`src/hw/crp_pins_map.vh`:
```
// Register offsets, field positions, reset values and timing counts for the core pin block
`ifndef CRP_PINS_MAP_VH
`define CRP_PINS_MAP_VH

// ==========================================================
// Register byte offsets
`define CRP_OFS_CTRL 8'h00
`define CRP_OFS_STATUS 8'h04
`define CRP_OFS_LED 8'h08
`define CRP_OFS_CLKMON 8'h0C
`define CRP_OFS_RESET 8'h40

// ==========================================================
// Control register fields
`define CRP_CTRL_SOFT_RESET_EN 0
`define CRP_CTRL_EXT_TRISTATE 1
`define CRP_CTRL_RUN_FEATURE 2
`define CRP_CTRL_EXT_RUN_ERR 3
`define CRP_CTRL_LED_OVERRIDE 4
`define CRP_CTRL_WIDTH 5
`define CRP_CTRL_RESET 5'h00

// ==========================================================
// Status register fields
`define CRP_STAT_SIZE_SELECT 0
`define CRP_STAT_LINE_SENSE 1
`define CRP_STAT_LOAD_DONE 2
`define CRP_STAT_RESET_REQ 3
`define CRP_STAT_PHASE_OK 4

// ==========================================================
// LED register fields
`define CRP_LED_LINK_LSB 0
`define CRP_RUN_INDICATOR 4
`define CRP_ERROR_INDICATOR 5
`define CRP_LED_WIDTH 6
`define CRP_LED_RESET 6'h00

// ==========================================================
// Reset command bit
`define CRP_RESET_CMD_BIT 0

// ==========================================================
// Timing
`define CRP_CLK_PERIOD_NS 10
`define CRP_CORE_CLK_PERIOD_NS 40
`define CRP_CLK_RATIO (`CRP_CORE_CLK_PERIOD_NS / `CRP_CLK_PERIOD_NS)
`define CRP_CLKMON_WIDTH 8

`endif

```
`src/hw/crp_sync.v`:
```
// Two-stage synchroniser for a bundle of asynchronous levels
`timescale 1ns/1ns
module crp_sync #(
  parameter WIDTH = 1
) (
  clk,
  rst_b,
  asyncIn,
  syncOut
);
  input wire clk;
  input wire rst_b;
  input wire [WIDTH-1:0] asyncIn;
  output wire [WIDTH-1:0] syncOut;

  reg [WIDTH-1:0] stage1_reg;
  reg [WIDTH-1:0] stage2_reg;

  always @(posedge clk or negedge rst_b) begin
    if (!rst_b) begin
      stage1_reg <= {WIDTH{1'b0}};
      stage2_reg <= {WIDTH{1'b0}};
    end else begin
      stage1_reg <= asyncIn;
      stage2_reg <= stage1_reg;
    end
  end

  assign syncOut = stage2_reg;
endmodule

```
`src/hw/crp_eeprom_pins.v`:
```
// Serial EEPROM pin drivers for internal or external tristate operation
`timescale 1ns/1ns
module crp_eeprom_pins (
  clk,
  rst_b,
  externalMode,
  clockLowReq,
  lineLowReq,
  eepromSerialClockOut,
  eepromSerialClockOe,
  eepromSerialLineOut,
  eepromSerialLineOe,
  eepromLineDrive,
  eepromLineDriveEnable
);
  input wire clk;
  input wire rst_b;
  input wire externalMode;
  input wire clockLowReq;
  input wire lineLowReq;
  output reg eepromSerialClockOut;
  output reg eepromSerialClockOe;
  output wire eepromSerialLineOut;
  output reg eepromSerialLineOe;
  output wire eepromLineDrive;
  output reg eepromLineDriveEnable;

  // Data level is never driven high; a pull-up sets the released level
  assign eepromSerialLineOut = 1'b0;
  assign eepromLineDrive = 1'b0;

  // ==========================================================
  // Registered pin drive
  always @(posedge clk or negedge rst_b) begin
    if (!rst_b) begin
      eepromSerialClockOut <= 1'b0;
      eepromSerialClockOe <= 1'b0;
      eepromSerialLineOe <= 1'b0;
      eepromLineDriveEnable <= 1'b0;
    end else if (externalMode) begin
      eepromSerialClockOut <= ~clockLowReq;
      eepromSerialClockOe <= 1'b1;
      eepromSerialLineOe <= 1'b0;
      eepromLineDriveEnable <= lineLowReq;
    end else begin
      eepromSerialClockOut <= 1'b0;
      eepromSerialClockOe <= clockLowReq;
      eepromSerialLineOe <= lineLowReq;
      eepromLineDriveEnable <= 1'b0;
    end
  end
endmodule

```
`src/hw/crp_core_pins.v`:
```
// Core reset, clock supervision, EEPROM pins and indicator outputs
// Functional notes
// - Low core reset returns every register to its reset value.
// - With soft reset enabled, a reset command raises the reset request output.
// - Reset request loops to the reset input; asserting reset clears the request.
// - Size select reads 0 up to 16 Kbit, 1 for 32 Kbit to 4 Mbit.
// - Internal tristate: EEPROM clock only drives low or releases.
// - External tristate: EEPROM clock is a plain 0/1 output.
// - External tristate: data out stays 0, enable controls driver, separate sense input.
// - Load done is 0 until EEPROM contents are loaded, then 1.
// - All indicator outputs are active high.
// - One link/activity indicator per configured port.
// - Run indicator shows status when enabled, stays 0 when disabled.
// - Run plus extended feature adds error and state-run outputs.
//
// The Avalon-MM register port and the register offsets were chosen for this implementation.
`timescale 1ns/1ns
`include "crp_pins_map.vh"
module crp_core_pins #(
  parameter PORTS = 3
) (
  clk,
  rst_b,
  avsAddress,
  avsRead,
  avsWrite,
  avsWritedata,
  avsReaddata,
  avsWaitrequest,
  fieldbusResetCmd,
  resetRequest,
  coreClock25m,
  eepromSizeSelect,
  eepromWideAddress,
  romClockLowReq,
  romLineLowReq,
  romLoadedIn,
  romLineLevel,
  eepromSerialClockOut,
  eepromSerialClockOe,
  eepromSerialLineIn,
  eepromSerialLineOut,
  eepromSerialLineOe,
  eepromLineSense,
  eepromLineDrive,
  eepromLineDriveEnable,
  eepromLoadDone,
  portActivity,
  runStatus,
  errorStatus,
  portLinkActivityLed,
  runIndicator,
  errorIndicator,
  stateLedRunPin
);
  input wire clk;
  input wire rst_b;
  input wire [7:0] avsAddress;
  input wire avsRead;
  input wire avsWrite;
  input wire [31:0] avsWritedata;
  output reg [31:0] avsReaddata;
  output wire avsWaitrequest;
  input wire fieldbusResetCmd;
  output reg resetRequest;
  input wire coreClock25m;
  input wire eepromSizeSelect;
  output reg eepromWideAddress;
  input wire romClockLowReq;
  input wire romLineLowReq;
  input wire romLoadedIn;
  output reg romLineLevel;
  output wire eepromSerialClockOut;
  output wire eepromSerialClockOe;
  input wire eepromSerialLineIn;
  output wire eepromSerialLineOut;
  output wire eepromSerialLineOe;
  input wire eepromLineSense;
  output wire eepromLineDrive;
  output wire eepromLineDriveEnable;
  output reg eepromLoadDone;
  input wire [2:0] portActivity;
  input wire runStatus;
  input wire errorStatus;
  output reg [2:0] portLinkActivityLed;
  output reg runIndicator;
  output reg errorIndicator;
  output reg stateLedRunPin;

  // Ports above PORTS stay dark even if their activity source toggles
  localparam [2:0] PORT_MASK = (PORTS >= 3) ? 3'h7 : ((PORTS == 2) ? 3'h3 : 3'h1);
  localparam integer CLK_RATIO_FULL = `CRP_CLK_RATIO;
  localparam [`CRP_CLKMON_WIDTH-1:0] CLK_RATIO = CLK_RATIO_FULL[`CRP_CLKMON_WIDTH-1:0];

  // ==========================================================
  // Input synchronisation
  wire [3:0] syncIn;
  wire sizeSync;
  wire lineSync;
  wire senseSync;
  wire coreClkSync;

  crp_sync #(
    .WIDTH(4)
  ) u_sync (
    .clk(clk),
    .rst_b(rst_b),
    .asyncIn({coreClock25m, eepromLineSense, eepromSerialLineIn, eepromSizeSelect}),
    .syncOut(syncIn)
  );

  assign sizeSync = syncIn[0];
  assign lineSync = syncIn[1];
  assign senseSync = syncIn[2];
  assign coreClkSync = syncIn[3];

  // ==========================================================
  // Synchroniser fill
  // Stages reset to 0, which is not the idle level of the pulled-up line;
  // readings and edge detection wait until both stages carry pin samples
  reg [1:0] syncFill_reg;
  wire syncReady = (syncFill_reg == 2'h3);

  always @(posedge clk or negedge rst_b) begin
    if (!rst_b) begin
      syncFill_reg <= 2'h0;
    end else if (!syncReady) begin
      syncFill_reg <= syncFill_reg + 2'h1;
    end
  end

  // ==========================================================
  // Registers
  reg [`CRP_CTRL_WIDTH-1:0] ctrl_reg;
  reg [`CRP_LED_WIDTH-1:0] led_reg;
  reg ack_reg;
  reg coreClkPrev_reg;
  reg [`CRP_CLKMON_WIDTH-1:0] clkCount_reg;
  reg [`CRP_CLKMON_WIDTH-1:0] clkPeriod_reg;
  reg phaseOk_reg;
  reg clkSeen_reg;

  wire softResetEn = ctrl_reg[`CRP_CTRL_SOFT_RESET_EN];
  wire externalMode = ctrl_reg[`CRP_CTRL_EXT_TRISTATE];
  wire runFeature = ctrl_reg[`CRP_CTRL_RUN_FEATURE];
  wire extRunErr = ctrl_reg[`CRP_CTRL_EXT_RUN_ERR];
  wire ledOverride = ctrl_reg[`CRP_CTRL_LED_OVERRIDE];

  // ==========================================================
  // Avalon-MM slave, one wait state per access
  // Ack lasts one cycle, so a held request sees exactly one wait state
  wire request = avsRead | avsWrite;
  wire writeTaken = avsWrite & ack_reg;
  wire ctrlWrite = writeTaken && (avsAddress == `CRP_OFS_CTRL);
  wire ledWrite = writeTaken && (avsAddress == `CRP_OFS_LED);
  wire hostResetCmd = writeTaken && (avsAddress == `CRP_OFS_RESET) && avsWritedata[`CRP_RESET_CMD_BIT];

  assign avsWaitrequest = request & ~ack_reg;

  reg [31:0] readdata_next;
  wire romLineSel = externalMode ? senseSync : lineSync;

  always @* begin
    readdata_next = 32'h00000000;
    case (avsAddress)
      `CRP_OFS_CTRL: begin
        readdata_next[`CRP_CTRL_WIDTH-1:0] = ctrl_reg;
      end
      `CRP_OFS_STATUS: begin
        readdata_next[`CRP_STAT_SIZE_SELECT] = eepromWideAddress;
        readdata_next[`CRP_STAT_LINE_SENSE] = romLineLevel;
        readdata_next[`CRP_STAT_LOAD_DONE] = eepromLoadDone;
        readdata_next[`CRP_STAT_RESET_REQ] = resetRequest;
        readdata_next[`CRP_STAT_PHASE_OK] = phaseOk_reg;
      end
      `CRP_OFS_LED: begin
        readdata_next[`CRP_LED_WIDTH-1:0] = led_reg;
      end
      `CRP_OFS_CLKMON: begin
        readdata_next[`CRP_CLKMON_WIDTH-1:0] = clkPeriod_reg;
      end
      default: begin
        readdata_next = 32'h00000000;
      end
    endcase
  end

  always @(posedge clk or negedge rst_b) begin
    if (!rst_b) begin
      ack_reg <= 1'b0;
      avsReaddata <= 32'h00000000;
      ctrl_reg <= `CRP_CTRL_RESET;
      led_reg <= `CRP_LED_RESET;
    end else begin
      ack_reg <= request & ~ack_reg;
      // Captured on the wait cycle so the data already stand when waitrequest drops
      if (avsRead && !ack_reg) begin
        avsReaddata <= readdata_next;
      end
      if (ctrlWrite) begin
        ctrl_reg <= avsWritedata[`CRP_CTRL_WIDTH-1:0];
      end
      if (ledWrite) begin
        led_reg <= avsWritedata[`CRP_LED_WIDTH-1:0];
      end
    end
  end

  // ==========================================================
  // Self-reset request
  // Held until rst_b falls; the loop back through rst_b is what ends it
  // Fieldbus command is a same-clock pulse, so it needs no synchroniser
  always @(posedge clk or negedge rst_b) begin
    if (!rst_b) begin
      resetRequest <= 1'b0;
    end else if (softResetEn && (hostResetCmd || fieldbusResetCmd)) begin
      resetRequest <= 1'b1;
    end
  end

  // ==========================================================
  // Core clock supervision: fast cycles per core clock period
  wire coreClkRise = syncReady & coreClkSync & ~coreClkPrev_reg;

  always @(posedge clk or negedge rst_b) begin
    if (!rst_b) begin
      coreClkPrev_reg <= 1'b0;
      clkCount_reg <= {`CRP_CLKMON_WIDTH{1'b0}};
      clkPeriod_reg <= {`CRP_CLKMON_WIDTH{1'b0}};
      phaseOk_reg <= 1'b0;
      clkSeen_reg <= 1'b0;
    end else begin
      coreClkPrev_reg <= coreClkSync;
      if (coreClkRise) begin
        // First edge after reset only starts the count; its period would be partial
        clkSeen_reg <= 1'b1;
        if (clkSeen_reg) begin
          clkPeriod_reg <= clkCount_reg + 1'b1;
          phaseOk_reg <= (clkCount_reg + 1'b1) == CLK_RATIO;
        end
        clkCount_reg <= {`CRP_CLKMON_WIDTH{1'b0}};
      end else if (clkCount_reg != {`CRP_CLKMON_WIDTH{1'b1}}) begin
        // Saturates, so a period after a core clock stall cannot wrap to a plausible value; a stopped clock keeps the last period
        clkCount_reg <= clkCount_reg + 1'b1;
      end
    end
  end

  // ==========================================================
  // EEPROM size, line level and load flag
  always @(posedge clk or negedge rst_b) begin
    if (!rst_b) begin
      eepromWideAddress <= 1'b0;
      romLineLevel <= 1'b1;
      eepromLoadDone <= 1'b0;
    end else begin
      if (syncReady) begin
        eepromWideAddress <= sizeSync;
        romLineLevel <= romLineSel;
      end
      eepromLoadDone <= romLoadedIn;
    end
  end

  crp_eeprom_pins u_eeprom_pins (
    .clk(clk),
    .rst_b(rst_b),
    .externalMode(externalMode),
    .clockLowReq(romClockLowReq),
    .lineLowReq(romLineLowReq),
    .eepromSerialClockOut(eepromSerialClockOut),
    .eepromSerialClockOe(eepromSerialClockOe),
    .eepromSerialLineOut(eepromSerialLineOut),
    .eepromSerialLineOe(eepromSerialLineOe),
    .eepromLineDrive(eepromLineDrive),
    .eepromLineDriveEnable(eepromLineDriveEnable)
  );

  // ==========================================================
  // Indicators, logic 1 lights the LED
  wire [2:0] linkSrc = ledOverride ? led_reg[`CRP_LED_LINK_LSB+2:`CRP_LED_LINK_LSB] : portActivity;
  wire runSrc = ledOverride ? led_reg[`CRP_RUN_INDICATOR] : runStatus;
  wire errSrc = ledOverride ? led_reg[`CRP_ERROR_INDICATOR] : errorStatus;
  wire [2:0] linkLit = linkSrc & PORT_MASK;

  always @(posedge clk or negedge rst_b) begin
    if (!rst_b) begin
      portLinkActivityLed <= 3'h0;
      runIndicator <= 1'b0;
      errorIndicator <= 1'b0;
      stateLedRunPin <= 1'b0;
    end else begin
      portLinkActivityLed <= linkLit;
      runIndicator <= runFeature & runSrc;
      errorIndicator <= runFeature & extRunErr & errSrc;
      stateLedRunPin <= runFeature & extRunErr & runSrc;
    end
  end
endmodule

```
`config.mk`:
```
export PLATFORM = sky130hd
export DESIGN_NAME = crp_core_pins
export DESIGN_NICKNAME = d
export VERILOG_FILES = /design/src/hw/crp_sync.v /design/src/hw/crp_eeprom_pins.v /design/src/hw/crp_core_pins.v
export VERILOG_INCLUDE_DIRS = /design/src /design/src/hw
export SDC_FILE = /design/constraint.sdc
export NUM_CORES = 1
export LEC_CHECK = 0
export BUFFER_PORTS_ARGS = -buffer_cell sky130_fd_sc_hd__buf_4
export CORE_ASPECT_RATIO = 1.5
export CORE_MARGIN = 10
export CORE_UTILIZATION = 53
export DETAILED_ROUTE_END_ITERATION = 10
export HOLD_SLACK_MARGIN = 0.06
export MAX_ROUTING_LAYER = met4
export PLACE_DENSITY = 0.85
export SKIP_CTS_REPAIR_TIMING = 1
export SYNTH_ARGS = -nofsm -noshare
export SYNTH_HDL_FRONTEND = slang
export SYNTH_SLANG_ARGS = --single-unit
```
`constraint.sdc`:
```
create_clock -name clk -period 4.54 [get_ports clk]
set_clock_uncertainty 0.05 [all_clocks]
set_input_delay 0.454 -clock clk [delete_from_list [all_inputs] [get_ports clk]]
set_output_delay 0.454 -clock clk [all_outputs]
set_load 0.02 [all_outputs]
```
==> metrics.md <==
| Metric | Value |
|---|---|
| Post-synth ARST share | 1.00 |
| Crit path DAT | 1.88 ns |
| Min Hold Slack | around 0.12 ns |
| Yosys cell types | 43 |
| Yosys reg bits | 63 |
| Die height | ~110 um |
| Crit end category | flip-flop |
| # Max-Cap Violations | 0 |
| Worst VDD drop | 0.253 mV |
| R2r startpoint | clkCount_reg[0] |
| CTS H-tree lvls | 3 |
| Wirelength per Cell | around 17 um |
| Post-Syn Area | 0.00285 sq mm |
| Max incr delay on CP | around 0.46 ns |
| Fin. max-slew vios | 0 |
| PD cells | 412 mW/mm^2 |
| Leakage Power | 1.61 nW |
| Clk slew on worst S/H paths | ~0.08 ns |
| Vias in the first global route | approximately 2000 |
| TritonCTS buffer count | 9 |
| Multi-input gate area | 0.00111 sq mm |
| Core Region | slightly above 0.005 sq mm |
| Port bufs | between 50 and 60 |
| YS warnings | 0 |
| Startpoint types | flip-flop |
| Top_reg_cell synth | dfrtp_1 |
| Crit path max-delay family | flip-flops |
| Dpl hpwl | roughly 4500 um |
| Cell Chain, Critical Path | ha_1 > nor4b_1 > nand2_1 > o41ai_1 |
| Nets | roughly 350 |
| Iter 0 DRT Violations | 142 |
| Final hold violation count | 0 |
| Maximum clock insertion buffer count | 2 |
| Global-route wire length before repair | 10300 um |
| Seq/Total Area, Yosys | 0.553 |
| Min Clock Period, post-route | 1.70 ns |
| CTS tree | done |
| RSZ-0062 raised after global routing | no |
| DRT Pass-1 Iters | 4 |
| FP Rows | 32 |
| Clk sinks | 63 |
| Crit Path Category | reg2reg |
| Chip Width | around 80 um |
| Gr usage total | 0.154 |
| Vias per cell | 5.37 |
| Upper clock frequency limit | ~0.59 GHz |
| Outcome | complete, no violations |
| Ports | approximately 110 |
| Post-route DRC | 0 |
| Worst Tran Pin Value | 0.761 ns |
| Final ANT Viol Nets | 0 |
| Post-Route WL | 6310 um |
| Critical path fanouts, max | 9 |
| Die area | 0.00877 sq mm |
| Antenna diodes | 0 |
| Area Growth Syn to Fin | 19.8% |
| Root Driver | clkbuf_8 |
| Setup TNS | 0 ns |
| Period utilization | 0.375 |
| Initial core utilization | 0.552 |
| Critical Path RT | roughly 4.7 ns |
| Slowest CP cell | dfrtp_1 |
| EDFF count, synth | 0 |
| Worst rel slew slack | 0.492 |
| Crit path from | clkCount_reg[0] |
| Sequential cell area | ~0.0016 sq mm |
| Fillcell total | between 300 and 400 |
| Clk Latency, worst-skew pair | about 0.35 ns |
| Worst Path Buf+Inv | 0 |
| Via count | between 1500 and 2000 |
| Routability cong. | ~0.84 |
| Grt total ovfl | 0 |
| Hold Crit Class | in2async |
| Post-synthesis instance total | ~240 |
| Layout cells sized above 1 | 0.328 |
| Mapped Avg Cell Area | ~12 sq um |
| Pin count of the biggest net entering global routing | 64 |
| Final setup fails | 0 |
| Initial antenna violation count | 0 |
## worst reg2reg max path, cell delays in order, from the launching register on
cell and delay [ns]:
dfrtp_1 0.46, ha_1 0.39, nor4b_1 0.34, nand2_1 0.09
o41ai_1 0.27
## routing by layer
metal / track usage / up-vias / part of all wire
li1: - / 889 / -
met1: 0.149 / 945 / 0.37
met2: 0.271 / 92 / 0.54
met3: 0.0425 / 13 / 0.064
met4: 0.0795 / 0 / 0.027
met5: - / - / 0
## area by class of cell
class,instances,area share
well taps,68,0.0249
multi-input cells,160,0.324
flip-flops and latches,63,0.462
repair buffers,53,0.116
clock inverters,7,0.0352
clock buffers,9,0.0363
inverters,1,0.00110
## through the flow
step	worst slack, ns	utilization	cells	power [W]	area [sq um]
floorplan	2.91	-	263	0.000770	2950
global placement	2.75	0.614	345	0.000811	3170
detailed placement	2.73	0.614	345	0.000819	3170
CTS	2.86	0.661	361	0.00141	3420
global route	2.69	0.661	361	0.00146	3420
finish	2.84	0.661	361	0.00141	3420
## cells in the mapped netlist (2+ instances only)
cell type | number | area share
and2_1 | 2 | 0.0044
nand2_1 | 20 | 0.026
o21ai_0 | 9 | 0.016
nand4_1 | 3 | 0.0066
nor3_1 | 4 | 0.0070
dfrtp_1 | 62 | 0.54
mux2i_1 | 4 | 0.014
clkbuf_1 | 8 | 0.011
xnor2_1 | 3 | 0.0092
ha_1 | 2 | 0.0088
or3_1 | 2 | 0.0044
a21oi_1 | 5 | 0.0088
and3_1 | 3 | 0.0066
a31oi_1 | 6 | 0.013
nand2b_1 | 2 | 0.0044
mux4_2 | 5 | 0.039
buf_2 | 4 | 0.0070
o31ai_1 | 3 | 0.0079
nor2b_1 | 4 | 0.0088
nor2_1 | 11 | 0.014
mux2_2 | 16 | 0.063
nor4b_1 | 2 | 0.0061
buf_4 | 26 | 0.068
a22o_1 | 5 | 0.015
nand3_1 | 9 | 0.016
## placed cells by master, fill, tap and decap left out, types with 2 or more instances in the layout
cell type   n
nand2b_1    2
conb_1     26
o21ai_0     9
and2_1      2
mux4_2      5
or3_1       2
nor4b_1     2
nor2b_1     4
nor2_1     11
mux2_2     16
a31oi_1     6
nand2_1    20
bufinv_16   3
a21oi_1     5
clkbuf_8    9
nor3_1      4
o31ai_1     3
nand3_1     9
mux2i_1     4
xnor2_1     3
a22o_1      5
nand4_1     3
ha_1        2
dfrtp_1    62
buf_4      53
and3_1      3
## where the power goes
part | switching (W) | leakage, nW | internal (W)
combinational | 0.0000928 | 0.688 | 0.0000685
clock | 0.000228 | 0.120 | 0.000366
sequential | 0.0000452 | 0.806 | 0.000606
total | 0.000366 | 1.61 | 0.00104
## kinds of logic (layout without fill, tap and decap cells)
kind of cell / Yosys count / after routing / share of synthesized area
other: 1 / 26 / 0.00132
flip-flops: 63 / 63 / 0.553
AND/OR/NAND/NOR: 72 / 72 / 0.147
AO/OA/AOI/OAI: 31 / 31 / 0.0693
multiplexers: 25 / 25 / 0.117
buffers and inverters: 40 / 70 / 0.0913
adder cells (fa/ha/maj): 2 / 2 / 0.00877
XOR/XNOR: 4 / 4 / 0.0123
## final timing paths
check                      slack, ns  cells past startpoint                endpoint
min reg2reg                     0.30                      0       u_sync.syncOut[2]
min in group clk                0.16                      1          eepromLoadDone
max                             2.84                      4             phaseOk_reg
max in group asynchronous       3.80                      1         clkCount_reg[7]
min                             0.12                      1  portLinkActivityLed[1]
max reg2reg                     2.84                      4             phaseOk_reg
Power figures use the tool's default switching activity.
